`src/rtl/sensor_ctrl_pkg.sv`:
```
package sensor_ctrl_pkg;

  // ------------------------------------------------------------
  // Register indices (byte address is four times the index)
  // ------------------------------------------------------------
  localparam int ADDR_W = 8;
  localparam logic [5:0] IDX_PAD_CFG = 6'h22;
  localparam logic [5:0] IDX_PAD1_ROUTE = 6'h23;
  localparam logic [5:0] IDX_PAD2_ROUTE = 6'h24;
  localparam logic [5:0] IDX_QUEUE_CTRL = 6'h25;

  // ------------------------------------------------------------
  // Pad and self-test configuration fields
  // ------------------------------------------------------------
  localparam int F_SELF_TEST = 6;
  localparam int F_TAP_X = 5;
  localparam int F_TAP_Z = 3;
  localparam int F_LATCH = 2;
  localparam int F_POL_LOW = 1;
  localparam int F_DRIVE = 0;
  localparam logic [1:0] SELF_TEST_OFF = 2'h0;

  // ------------------------------------------------------------
  // First pad routing fields
  // ------------------------------------------------------------
  localparam int F1_MASTER = 7;
  localparam int F1_STAP = 6;
  localparam int F1_WAKE = 5;
  localparam int F1_FALL = 4;
  localparam int F1_DTAP = 3;
  localparam int F1_ORIENT = 2;
  localparam int F1_LEVEL = 1;
  localparam int F1_READY = 0;

  // ------------------------------------------------------------
  // Second pad routing fields
  // ------------------------------------------------------------
  localparam int F2_PULSE = 7;
  localparam int F2_BOOT = 6;
  localparam int F2_MERGE = 5;
  localparam int F2_TILT = 4;
  localparam int F2_SIGMOT = 3;
  localparam int F2_STEP = 2;
  localparam int F2_LEVEL = 1;
  localparam int F2_READY = 0;

  // ------------------------------------------------------------
  // Queue control fields
  // ------------------------------------------------------------
  localparam int FQ_MODE = 5;
  localparam int FQ_STEP_OV = 4;
  localparam int FQ_MAGNITUDE = 3;
  localparam int FQ_PULLUP = 0;
  localparam logic [7:0] QUEUE_WMASK = 8'hF9;
  localparam logic [7:0] REG_RESET = 8'h00;
  localparam int AXIS_DEPTH = 256;
  localparam int MAG_DEPTH = 768;

  // ------------------------------------------------------------
  // Latched event slots
  // ------------------------------------------------------------
  localparam int EV_WAKE = 0;
  localparam int EV_STAP = 1;
  localparam int EV_DTAP = 2;
  localparam int EV_TILT = 3;
  localparam int EV_SIGMOT = 4;
  localparam int EV_STEP = 5;
  localparam int EV_N = 6;

  typedef enum logic [2:0] {
    MODE_BYPASS = 3'b000,
    MODE_STOP_FULL = 3'b001,
    MODE_STREAM_TO_STOP = 3'b011,
    MODE_BYPASS_TO_STOP = 3'b100,
    MODE_STREAM = 3'b110
  } queue_mode_e;

  typedef enum logic [2:0] {
    Q_OFF = 3'b000,
    Q_STOP = 3'b001,
    Q_STREAM = 3'b010,
    Q_PRE_STOP = 3'b011,
    Q_HOLD_OFF = 3'b100
  } queue_state_e;

endpackage

```
`src/rtl/sensor_ctrl.sv`:
```
`timescale 1ns/1ps
`default_nettype none

// Summary of operation
// - Self-test field resets 00, 01 plus, 10 minus
// - Per-axis tap enables, reset disabled
// - Latch bit: pulsed or latched event requests
// - Polarity bit: pads active high or low
// - Drive bit: push-pull or open-drain pads
// - Master data-ready routable to first pad
// - Tap, wakeup, fall, orientation routed to pad1
// - Level and data-ready routed to first pad
// - Data-ready latched at zero, pulsed at one
// - Boot state routable to second pad
// - Merge bit copies second pad onto first
// - Tilt, motion, step routed to second pad
// - Level and data-ready routed to second pad
// - Step overflow routable to second pad
// - Mode 000 bypass stores nothing
// - Mode 001 stops when full
// - Mode 110 overwrites oldest when full
// - Mode 011 streams until trigger falls, then collects until full
// - Mode 100 bypass until trigger falls, then collects
// - One entry per internal sample-ready event
// - Capacity 256 axis or 768 magnitude entries
module sensor_ctrl
  import sensor_ctrl_pkg::*;
#(
  parameter int AXIS_ENTRIES = sensor_ctrl_pkg::AXIS_DEPTH,
  parameter int MAG_ENTRIES = sensor_ctrl_pkg::MAG_DEPTH
) (
  // Clock and reset
  input wire logic clock,
  input wire logic rst_n,
  // APB slave
  input wire logic psel,
  input wire logic penable,
  input wire logic pwrite,
  input wire logic [sensor_ctrl_pkg::ADDR_W-1:0] paddr,
  input wire logic [31:0] pwdata,
  input wire logic [3:0] pstrb,
  output logic pready,
  output logic [31:0] prdata,
  output logic pslverr,
  // Control from neighbouring blocks
  input wire logic softReset,
  input wire logic latchClear,
  input wire logic readyAck,
  // Detection events, one-cycle pulses
  input wire logic wakeupEvent,
  input wire logic singleTapEvent,
  input wire logic doubleTapEvent,
  input wire logic tiltEvent,
  input wire logic sigMotionEvent,
  input wire logic stepEvent,
  // Status levels
  input wire logic freefallLevel,
  input wire logic orientLevel,
  input wire logic masterReady,
  input wire logic bootBusy,
  input wire logic stepOverflow,
  input wire logic queueLevelHit,
  // Sample path and queue status
  input wire logic sampleReady,
  input wire logic queueFull,
  input wire logic queueTrigger,
  // Configuration outputs
  output logic [1:0] selfTestSelect,
  output logic [2:0] tapAxisEnable,
  output logic magnitudeToQueue,
  output logic [9:0] queueCapacity,
  output logic csPullupDisable,
  // Queue write control
  output logic queueEnabled,
  output logic queueWrite,
  output logic queueOverwrite,
  // Interrupt pads
  output logic pad1Out,
  output logic pad1Drive_n,
  output logic pad2Out,
  output logic pad2Drive_n
);
  import sensor_ctrl_pkg::*;

  // ------------------------------------------------------------
  // Reset release
  // ------------------------------------------------------------
  logic rstMeta;
  logic rstSync_n;

  always_ff @(posedge clock or negedge rst_n)
  begin
    if (!rst_n)
    begin
      rstMeta <= 1'b0;
      rstSync_n <= 1'b0;
    end
    else
    begin
      rstMeta <= 1'b1;
      rstSync_n <= rstMeta;
    end
  end

  // ------------------------------------------------------------
  // APB decode
  // ------------------------------------------------------------
  logic [7:0] padCfg;
  logic [7:0] pad1Route;
  logic [7:0] pad2Route;
  logic [7:0] queueCtrl;

  wire logic hitCfg = paddr == {IDX_PAD_CFG, 2'b00};
  wire logic hitR1 = paddr == {IDX_PAD1_ROUTE, 2'b00};
  wire logic hitR2 = paddr == {IDX_PAD2_ROUTE, 2'b00};
  wire logic hitQ = paddr == {IDX_QUEUE_CTRL, 2'b00};
  wire logic mapped = hitCfg | hitR1 | hitR2 | hitQ;
  wire logic setup = psel & ~penable;
  wire logic done = psel & penable & pready;
  wire logic wr = done & pwrite & mapped & pstrb[0];
  wire logic [7:0] wdata = pwdata[7:0];
  wire logic [7:0] rdSel = hitCfg ? padCfg :
                           hitR1 ? pad1Route :
                           hitR2 ? pad2Route :
                           hitQ ? queueCtrl : 8'h00;

  // No wait state: data is captured in setup, answered in the first access cycle
  always_ff @(posedge clock or negedge rstSync_n)
  begin
    if (!rstSync_n)
    begin
      pready <= 1'b0;
      prdata <= 32'h0000_0000;
      pslverr <= 1'b0;
    end
    else
    begin
      pready <= setup;
      pslverr <= setup & ~mapped;
      if (setup)
        prdata <= {24'h00_0000, rdSel};
    end
  end

  // ------------------------------------------------------------
  // Control registers
  // ------------------------------------------------------------
  always_ff @(posedge clock or negedge rstSync_n)
  begin
    if (!rstSync_n)
    begin
      padCfg <= REG_RESET;
      pad1Route <= REG_RESET;
      pad2Route <= REG_RESET;
      queueCtrl <= REG_RESET;
    end
    else if (softReset)
    begin
      padCfg <= REG_RESET;
      pad1Route <= REG_RESET;
      pad2Route <= REG_RESET;
      queueCtrl <= REG_RESET;
    end
    else if (wr)
    begin
      if (hitCfg)
        padCfg <= wdata;
      if (hitR1)
        pad1Route <= wdata;
      if (hitR2)
        pad2Route <= wdata;
      // Reserved bits are forced low in case the host ignores them
      if (hitQ)
        queueCtrl <= wdata & QUEUE_WMASK;
    end
  end

  wire logic latchMode = padCfg[F_LATCH];
  wire logic polLow = padCfg[F_POL_LOW];
  wire logic openDrain = padCfg[F_DRIVE];
  wire logic readyPulsed = pad2Route[F2_PULSE];
  wire logic [2:0] modeField = queueCtrl[FQ_MODE +: 3];

  // ------------------------------------------------------------
  // Event latching
  // ------------------------------------------------------------
  logic [EV_N-1:0] held;
  logic readyHeld;
  wire logic [EV_N-1:0] evIn = {stepEvent, sigMotionEvent, tiltEvent,
                                doubleTapEvent, singleTapEvent, wakeupEvent};

  // Set beats clear so an event coinciding with a read is kept
  genvar gi;
  generate
    for (gi = 0; gi < EV_N; gi++)
    begin : g_ev
      always_ff @(posedge clock or negedge rstSync_n)
      begin
        if (!rstSync_n)
          held[gi] <= 1'b0;
        else if (latchMode)
          held[gi] <= evIn[gi] | (held[gi] & ~latchClear);
        else
          held[gi] <= evIn[gi];
      end
    end
  endgenerate

  always_ff @(posedge clock or negedge rstSync_n)
  begin
    if (!rstSync_n)
      readyHeld <= 1'b0;
    else if (readyPulsed)
      readyHeld <= sampleReady;
    else
      readyHeld <= sampleReady | (readyHeld & ~readyAck);
  end

  // ------------------------------------------------------------
  // Pad routing
  // ------------------------------------------------------------
  wire logic pad2Level = (bootBusy & pad2Route[F2_BOOT])
    | (held[EV_TILT] & pad2Route[F2_TILT])
    | (held[EV_SIGMOT] & pad2Route[F2_SIGMOT])
    | (held[EV_STEP] & pad2Route[F2_STEP])
    | (queueLevelHit & pad2Route[F2_LEVEL])
    | (readyHeld & pad2Route[F2_READY])
    | (stepOverflow & queueCtrl[FQ_STEP_OV]);

  wire logic pad1Level = (masterReady & pad1Route[F1_MASTER])
    | (held[EV_STAP] & pad1Route[F1_STAP])
    | (held[EV_WAKE] & pad1Route[F1_WAKE])
    | (freefallLevel & pad1Route[F1_FALL])
    | (held[EV_DTAP] & pad1Route[F1_DTAP])
    | (orientLevel & pad1Route[F1_ORIENT])
    | (queueLevelHit & pad1Route[F1_LEVEL])
    | (readyHeld & pad1Route[F1_READY])
    | (pad2Level & pad2Route[F2_MERGE]);

  wire logic pad1Val = pad1Level ^ polLow;
  wire logic pad2Val = pad2Level ^ polLow;

  // Open-drain only ever pulls low; the wire floats for a one
  always_ff @(posedge clock or negedge rstSync_n)
  begin
    if (!rstSync_n)
    begin
      pad1Out <= 1'b0;
      pad1Drive_n <= 1'b0;
      pad2Out <= 1'b0;
      pad2Drive_n <= 1'b0;
    end
    else
    begin
      pad1Out <= openDrain ? 1'b0 : pad1Val;
      pad1Drive_n <= openDrain & pad1Val;
      pad2Out <= openDrain ? 1'b0 : pad2Val;
      pad2Drive_n <= openDrain & pad2Val;
    end
  end

  // ------------------------------------------------------------
  // Queue mode sequencer
  // ------------------------------------------------------------
  queue_state_e qState;
  queue_state_e next_qState;
  queue_state_e entryState;
  logic trigPrev;

  wire logic modeWrite = wr & hitQ;
  wire logic trigFall = trigPrev & ~queueTrigger;

  always_comb
  begin
    case (wdata[FQ_MODE +: 3])
      MODE_BYPASS: entryState = Q_OFF;
      MODE_STOP_FULL: entryState = Q_STOP;
      MODE_STREAM_TO_STOP: entryState = Q_PRE_STOP;
      MODE_BYPASS_TO_STOP: entryState = Q_HOLD_OFF;
      MODE_STREAM: entryState = Q_STREAM;
      default: entryState = Q_OFF;
    endcase
  end

  always_comb
  begin
    next_qState = qState;
    if (softReset)
      next_qState = Q_OFF;
    else if (modeWrite)
      next_qState = entryState;
    else
    begin
      case (qState)
        Q_PRE_STOP: if (trigFall) next_qState = Q_STOP;
        Q_HOLD_OFF: if (trigFall) next_qState = Q_STOP;
        Q_OFF, Q_STOP, Q_STREAM: next_qState = qState;
        default: next_qState = Q_OFF;
      endcase
    end
  end

  wire logic streaming = (qState == Q_STREAM) | (qState == Q_PRE_STOP);
  wire logic accept = streaming | ((qState == Q_STOP) & ~queueFull);
  wire logic [9:0] capSel = queueCtrl[FQ_MAGNITUDE] ? 10'(MAG_ENTRIES) : 10'(AXIS_ENTRIES);

  always_ff @(posedge clock or negedge rstSync_n)
  begin
    if (!rstSync_n)
    begin
      qState <= Q_OFF;
      trigPrev <= 1'b0;
      queueWrite <= 1'b0;
      queueOverwrite <= 1'b0;
      queueEnabled <= 1'b0;
    end
    else
    begin
      qState <= next_qState;
      trigPrev <= queueTrigger;
      queueWrite <= sampleReady & accept;
      queueOverwrite <= sampleReady & streaming & queueFull;
      queueEnabled <= accept | (qState == Q_STOP);
    end
  end

  // ------------------------------------------------------------
  // Configuration outputs
  // ------------------------------------------------------------
  always_ff @(posedge clock or negedge rstSync_n)
  begin
    if (!rstSync_n)
    begin
      selfTestSelect <= SELF_TEST_OFF;
      tapAxisEnable <= 3'h0;
      magnitudeToQueue <= 1'b0;
      queueCapacity <= 10'(AXIS_ENTRIES);
      csPullupDisable <= 1'b0;
    end
    else
    begin
      selfTestSelect <= padCfg[F_SELF_TEST +: 2];
      tapAxisEnable <= padCfg[F_TAP_Z +: 3];
      magnitudeToQueue <= queueCtrl[FQ_MAGNITUDE];
      queueCapacity <= capSel;
      csPullupDisable <= queueCtrl[FQ_PULLUP];
    end
  end
endmodule

`default_nettype wire

```
`config.mk`:
```
export PLATFORM = sky130hd
export DESIGN_NAME = sensor_ctrl
export DESIGN_NICKNAME = d
export VERILOG_FILES = /design/src/rtl/sensor_ctrl_pkg.sv /design/src/rtl/sensor_ctrl.sv
export SDC_FILE = /design/constraint.sdc
export NUM_CORES = 1
export LEC_CHECK = 0
export BUFFER_PORTS_ARGS = -buffer_cell sky130_fd_sc_hd__buf_2
export CORE_MARGIN = 10
export CORE_UTILIZATION = 30
export DETAILED_ROUTE_END_ITERATION = 10
export SYNTH_ARGS = -nofsm -noshare
export SYNTH_HDL_FRONTEND = slang
export SYNTH_SLANG_ARGS = --single-unit
```
`constraint.sdc`:
```
create_clock -name clock -period 1.94 [get_ports clock]
set_input_delay 0.291 -clock clock [delete_from_list [all_inputs] [get_ports clock]]
set_output_delay 0.291 -clock clock [all_outputs]
set_load 0.03 [all_outputs]
```
Word level (Yosys, flattened, before mapping):

Cells that the tools add are included.

* flip-flop bits (word level): 79
* bits of input ports: 67
* output and inout port bits: 58
* word-level logic and storage cells: 161

* equality and inequality tests: 14
* muxes and demuxes: 31
* bitwise logic cells: 73
* reduce and logical (&&, ||, !) cells: 13

Operators by type and width (count)
* 2-to-1 mux 8 bit: 16
* bitwise AND 1 bit: 38
* == test 8 bit (second input constant): 4
* bitwise OR 1 bit: 27
* case mux 3 bit (4 select lines): 1
* 2-to-1 mux 10 bit: 1
* AND reduction 2 bit: 5
* nonzero test 2 bit: 5
* == test 3 x 2 -> 1 bit (second input constant): 3
* == test 3 bit (second input constant): 3
* 2-to-1 mux 1 bit: 9
* 2-to-1 mux 3 bit: 3
* == test 3 x 1 -> 1 bit (second input constant): 2
* inverter 1 bit: 6
* case mux 3 bit (2 select lines): 1
* inequality test 4 x 1 -> 1 bit (second input constant): 1
* zero test 3 bit: 1
* inequality test 3 bit (second input constant): 1
* OR reduction 3 bit: 1
* OR reduction 2 bit: 1
* bitwise XOR 1 bit: 2

Logic depth before layout (Yosys ltp):

* depth in word-level cells: 11
* gate-level depth with buffers: 5

Worst setup path before layout:

No wires, ideal clock.

* path type: register to register
* start point: reg pready
* end point: reg pad1Route[5]
* library setup time: 0.136 ns
* arrival time: 1.460 ns
* data required time: 1.804 ns
* slack: 0.344 ns
* cell stages (with the launch flop): 6
* cells stage by stage: dfrtp_1 > and4_1 > nand4_1 > clkbuf_1 > o21ai_1 > a21oi_1

* cells in the longest elaborated chain, start to end: 6

Ends and longest elaborated chain
* from (decl): line sensor_ctrl.sv:42 `output logic pready,`
* from (signal assigned): line sensor_ctrl.sv:138 `pready <= setup;`
* bitwise AND 1 bit: line sensor_ctrl.sv:119 `wire logic done = psel & penable & pready;`
* bitwise AND 1 bit (3 in a row): line sensor_ctrl.sv:120 `wire logic wr = done & pwrite & mapped & pstrb[0];`
* nonzero test 2 bit (no line)
* AND reduction 2 bit (no line)
* to (signal assigned): line sensor_ctrl.sv:169 `pad1Route <= wdata;`
* to (decl): line sensor_ctrl.sv:109 `logic [7:0] pad1Route;`

No other way between the ends.
A chain may end at the register's enable or synchronous reset.

Final worst setup path:

* start point: reg pad2Route[3]
* end point: reg pad1Out

* cells in the longest elaborated chain, start to end: 10

Ends and longest elaborated chain
* from (decl): line sensor_ctrl.sv:110 `logic [7:0] pad2Route;`
* from (signal assigned): line sensor_ctrl.sv:171 `pad2Route <= wdata;`
* bitwise AND 1 bit: line sensor_ctrl.sv:224 `| (held[EV_SIGMOT] & pad2Route[F2_SIGMOT])`
* bitwise OR 1 bit: line sensor_ctrl.sv:224
* bitwise OR 1 bit: line sensor_ctrl.sv:225 `| (held[EV_STEP] & pad2Route[F2_STEP])`
* bitwise OR 1 bit: line sensor_ctrl.sv:226 `| (queueLevelHit & pad2Route[F2_LEVEL])`
* bitwise OR 1 bit: line sensor_ctrl.sv:227 `| (readyHeld & pad2Route[F2_READY])`
* bitwise OR 1 bit: line sensor_ctrl.sv:228 `| (stepOverflow & queueCtrl[FQ_STEP_OV]);`
* bitwise AND 1 bit: line sensor_ctrl.sv:238 `| (pad2Level & pad2Route[F2_MERGE]);`
* bitwise OR 1 bit: line sensor_ctrl.sv:238
* bitwise XOR 1 bit: line sensor_ctrl.sv:240 `wire logic pad1Val = pad1Level ^ polLow;`
* 2-to-1 mux 1 bit: line sensor_ctrl.sv:255 `pad1Out <= openDrain ? 1'b0 : pad1Val;`
* to (signal assigned): line sensor_ctrl.sv:255
* to (decl): line sensor_ctrl.sv:78 `output logic pad1Out,`

No other way between the ends.

==> impl_metrics.py <==
metrics = {
    "timing": {
        "report.final.slew_viol_count": 0,
        "tightest_slew_ps": 538,
        "hold_viol": 0,
        "tns_ps": 0,
        "rsz0062_at_grt": "false",
        "finalClockSkew_ps": 7.73,
        "max_clock_freq_mhz": 572,
        "slew-limit-headroom": 0.640,
        "fin_crit_ps": 1750,
        "finalCritPeriodShare": 0.900,
        "layout_setup_ws_ps": 193,
        "setup_viol": 0,
    },
    "setup_path": {
        "cp-start-kind": "flip-flop",
        "cp.required_ps": 2180,
        "cp-end-kind": "flip-flop",
        "r2r_cells": 4,
        "critPathArrivalTime_ps": 1990,
        "path_class": "flip-flop to flip-flop",
        "cp_max_fo": 3,
    },
    "routing": {
        "drtIter0Drc": 265,
        "drc": 0,
        "ant_nets": 0,
        "viasPerCell": 4.95,
        "via_count": 2653,
        "routedWlPerCell_um": 17.0,
        "wirelength_um": 9130,
        "firstDrtPassIters": 4,
    },
    "placement": {
        "placed_area_um2": 3640,
        "hpwl_um": 6870,
        "gp_congestion": 0.880,
        "port_buffers": 64,
        "place_ws_ps": 202,
    },
    "yosys": {
        "synth_cells": 323,
        "synth-edff-count": 0,
        "synth_seq_area_share": 0.519,
        "synth_top_area_cell": "dfrtp_1",
        "yosysUniqueCellTypes": 42,
        "synthArstFlopShare": 1.00,
        "synth_common_cells": "dfrtp_1 (67), o21ai_1 (36), a21oi_1 (35), buf_4 (35), nand3_1 (33)",
        "synthFlopType": "dfrtp_1",
        "synth_top_area_share": 0.519,
        "synth_area_leaders": "dfrtp_1 (52%), buf_4 (8.1%), o21ai_1 (5.6%), a21oi_1 (5.4%), nand3_1 (5.1%)",
        "synth_seq_cells": 67,
        "synth_area_um2": 3230,
        "ys_warn_count": 0,
        "synth.most_common_cell": "dfrtp_1",
        "avgSynthCellArea_um2": 10.0,
    },
    "clock_tree": {
        "root_buffer": "clkbuf_8",
        "cts.clk_slew.worst_paths_ps": 80,
        "cts_setup_buffers": 0,
        "cts_tree": "built",
        "clock_sinks": 67,
        "htree_num_levels": 3,
        "clkLatencyLatePin_ps": 350,
        "cts_resized": 0,
        "clock_path_buffers": 2,
        "cts_made_buffers": 9,
        "cts_hold_buf": 1,
    },
    "job": {
        "cap_violations": 0,
    },
    "floorplanning": {
        "die_w_um": 124,
        "dieArea_um2": 15300,
        "core_region_area_um2": 10400,
        "die_h_um": 124,
        "ios": 125,
        "rows": 37,
        "initial_core_util": 0.310,
    },
    "cells_and_area": {
        "multi_input_area_um2": 1340,
        "regArea_um2": 1680,
        "syn2layout_area_growth_pct": 19.6,
        "post_route_cells_drive_above_1_share": 0.263,
        "n_fill_cell": 1077,
        "finalInstanceArea_um2": 3870,
        "nets": 462,
        "num_antenna_cells": 0,
    },
    "grt": {
        "grt.overflow.total": 0,
        "grt_pass1_wl_um": 14400,
        "grt_antenna_before_repair": 0,
        "track_usage": 0.119,
        "grt_max_degree": 66,
        "grt_pass1_vias": 2671,
    },
    "status": {
        "status": "finished clean",
    },
    "worst_hold_path": {
        "min_path_type": "input pin to flip-flop",
        "hold_depth": 1,
    },
    "power": {
        "p_leak_nw": 1.80,
        "powerDensity_nw_per_um2": 762,
        "ir_drop_mv": 0.468,
    },
}
## routing by layer
layer / global-route usage / part of all wire
met5: 0 / 0
met4: 0.0298 / 0.0083
met3: 0.0412 / 0.075
met2: 0.184 / 0.48
met1: 0.157 / 0.43
## sequential cells by signal, summed over array words and instances, names as in the netlist, 2 cells and up
name	flops
padCfg	8
tapAxisEnable	3
held	6
queueCtrl	6
selfTestSelect	2
pad2Route	8
prdata	8
qState	3
pad1Route	8
## where the power goes
group	internal [W]	leakage, nW	switching [W]
registers	0.00141	0.909	0.0000102
clock network	0.000668	0.106	0.000561
logic	0.0000732	0.784	0.000223
## cell type report
type / instances / area share
clock buffer: 11 / 0.0392
tap: 136 / 0.0440
multi-input combinational: 232 / 0.348
clock inverter: 5 / 0.0155
sequential: 67 / 0.434
timing repair buffer: 77 / 0.112
inverter: 8 / 0.00777
## path summary, 6_finish.rpt
| kind | to | slack (ps) | from |
|---|---|---|---|
| min in group asynchronous | rstSync_n$_DFF_PN0_ | 250 | rst_n |
| max | pad1Out$_DFF_PN0_ | 190 | pad2Route[3]$_DFFE_PN0P_ |
| max reg2reg | pad1Out$_DFF_PN0_ | 190 | pad2Route[3]$_DFFE_PN0P_ |
| max in group asynchronous | padCfg[6]$_DFFE_PN0P_ | 1390 | rstSync_n$_DFF_PN0_ |
| min reg2reg | held[3]$_DFF_PN0_ | 270 | rstSync_n$_DFF_PN0_ |
| min | trigPrev$_DFF_PN0_ | 60 | queueTrigger |
## through the flow
step           hold WS [ps]  instances   util  power [W]
2_1_floorplan         -4.59        355      -    0.00168
3_3_place_gp           76.2        519  0.350    0.00174
3_5_place_dp           78.5        519  0.350    0.00174
4_1_cts                45.6        536  0.371    0.00298
5_1_grt                48.0        536  0.371    0.00309
6_report               64.0        536  0.371    0.00295
## critical path, stage by stage, from the launching register on
cell and delay [ps]:
dfrtp_1 440, a222oi_1 340, nand3_1 180, a21oi_1 310
mux2_2 370
## logic make-up after synthesis
logic type / count (synthesis) / synth area share
buffers and inverters: 56 / 0.106
DFF: 67 / 0.519
muxes: 2 / 0.00658
AOI/OAI and AO/OA: 108 / 0.204
and+or+nand+nor: 86 / 0.156
other: 2 / 0.00232
xor gates and xnor gates: 2 / 0.00542
## placed cells by master (no fill, tap or decap), types with 2 or more instances in the layout
cell       n
nand2_1    8
dfrtp_1   66
o21ai_1   36
nand3_1   33
o221ai_1   2
inv_2      3
buf_2     64
conb_1    34
nor3_1     2
a221oi_1  12
nor2_1    14
a22oi_1    6
nor2b_1    5
nand2b_1   3
nand4_1    3
a22o_1     6
nor3b_1    4
a21oi_1   35
buf_4     11
inv_1      5
clkbuf_8  11
a21o_1     7
nor4b_2    2
or4b_1     2
(Power assumes the default switching activity.)
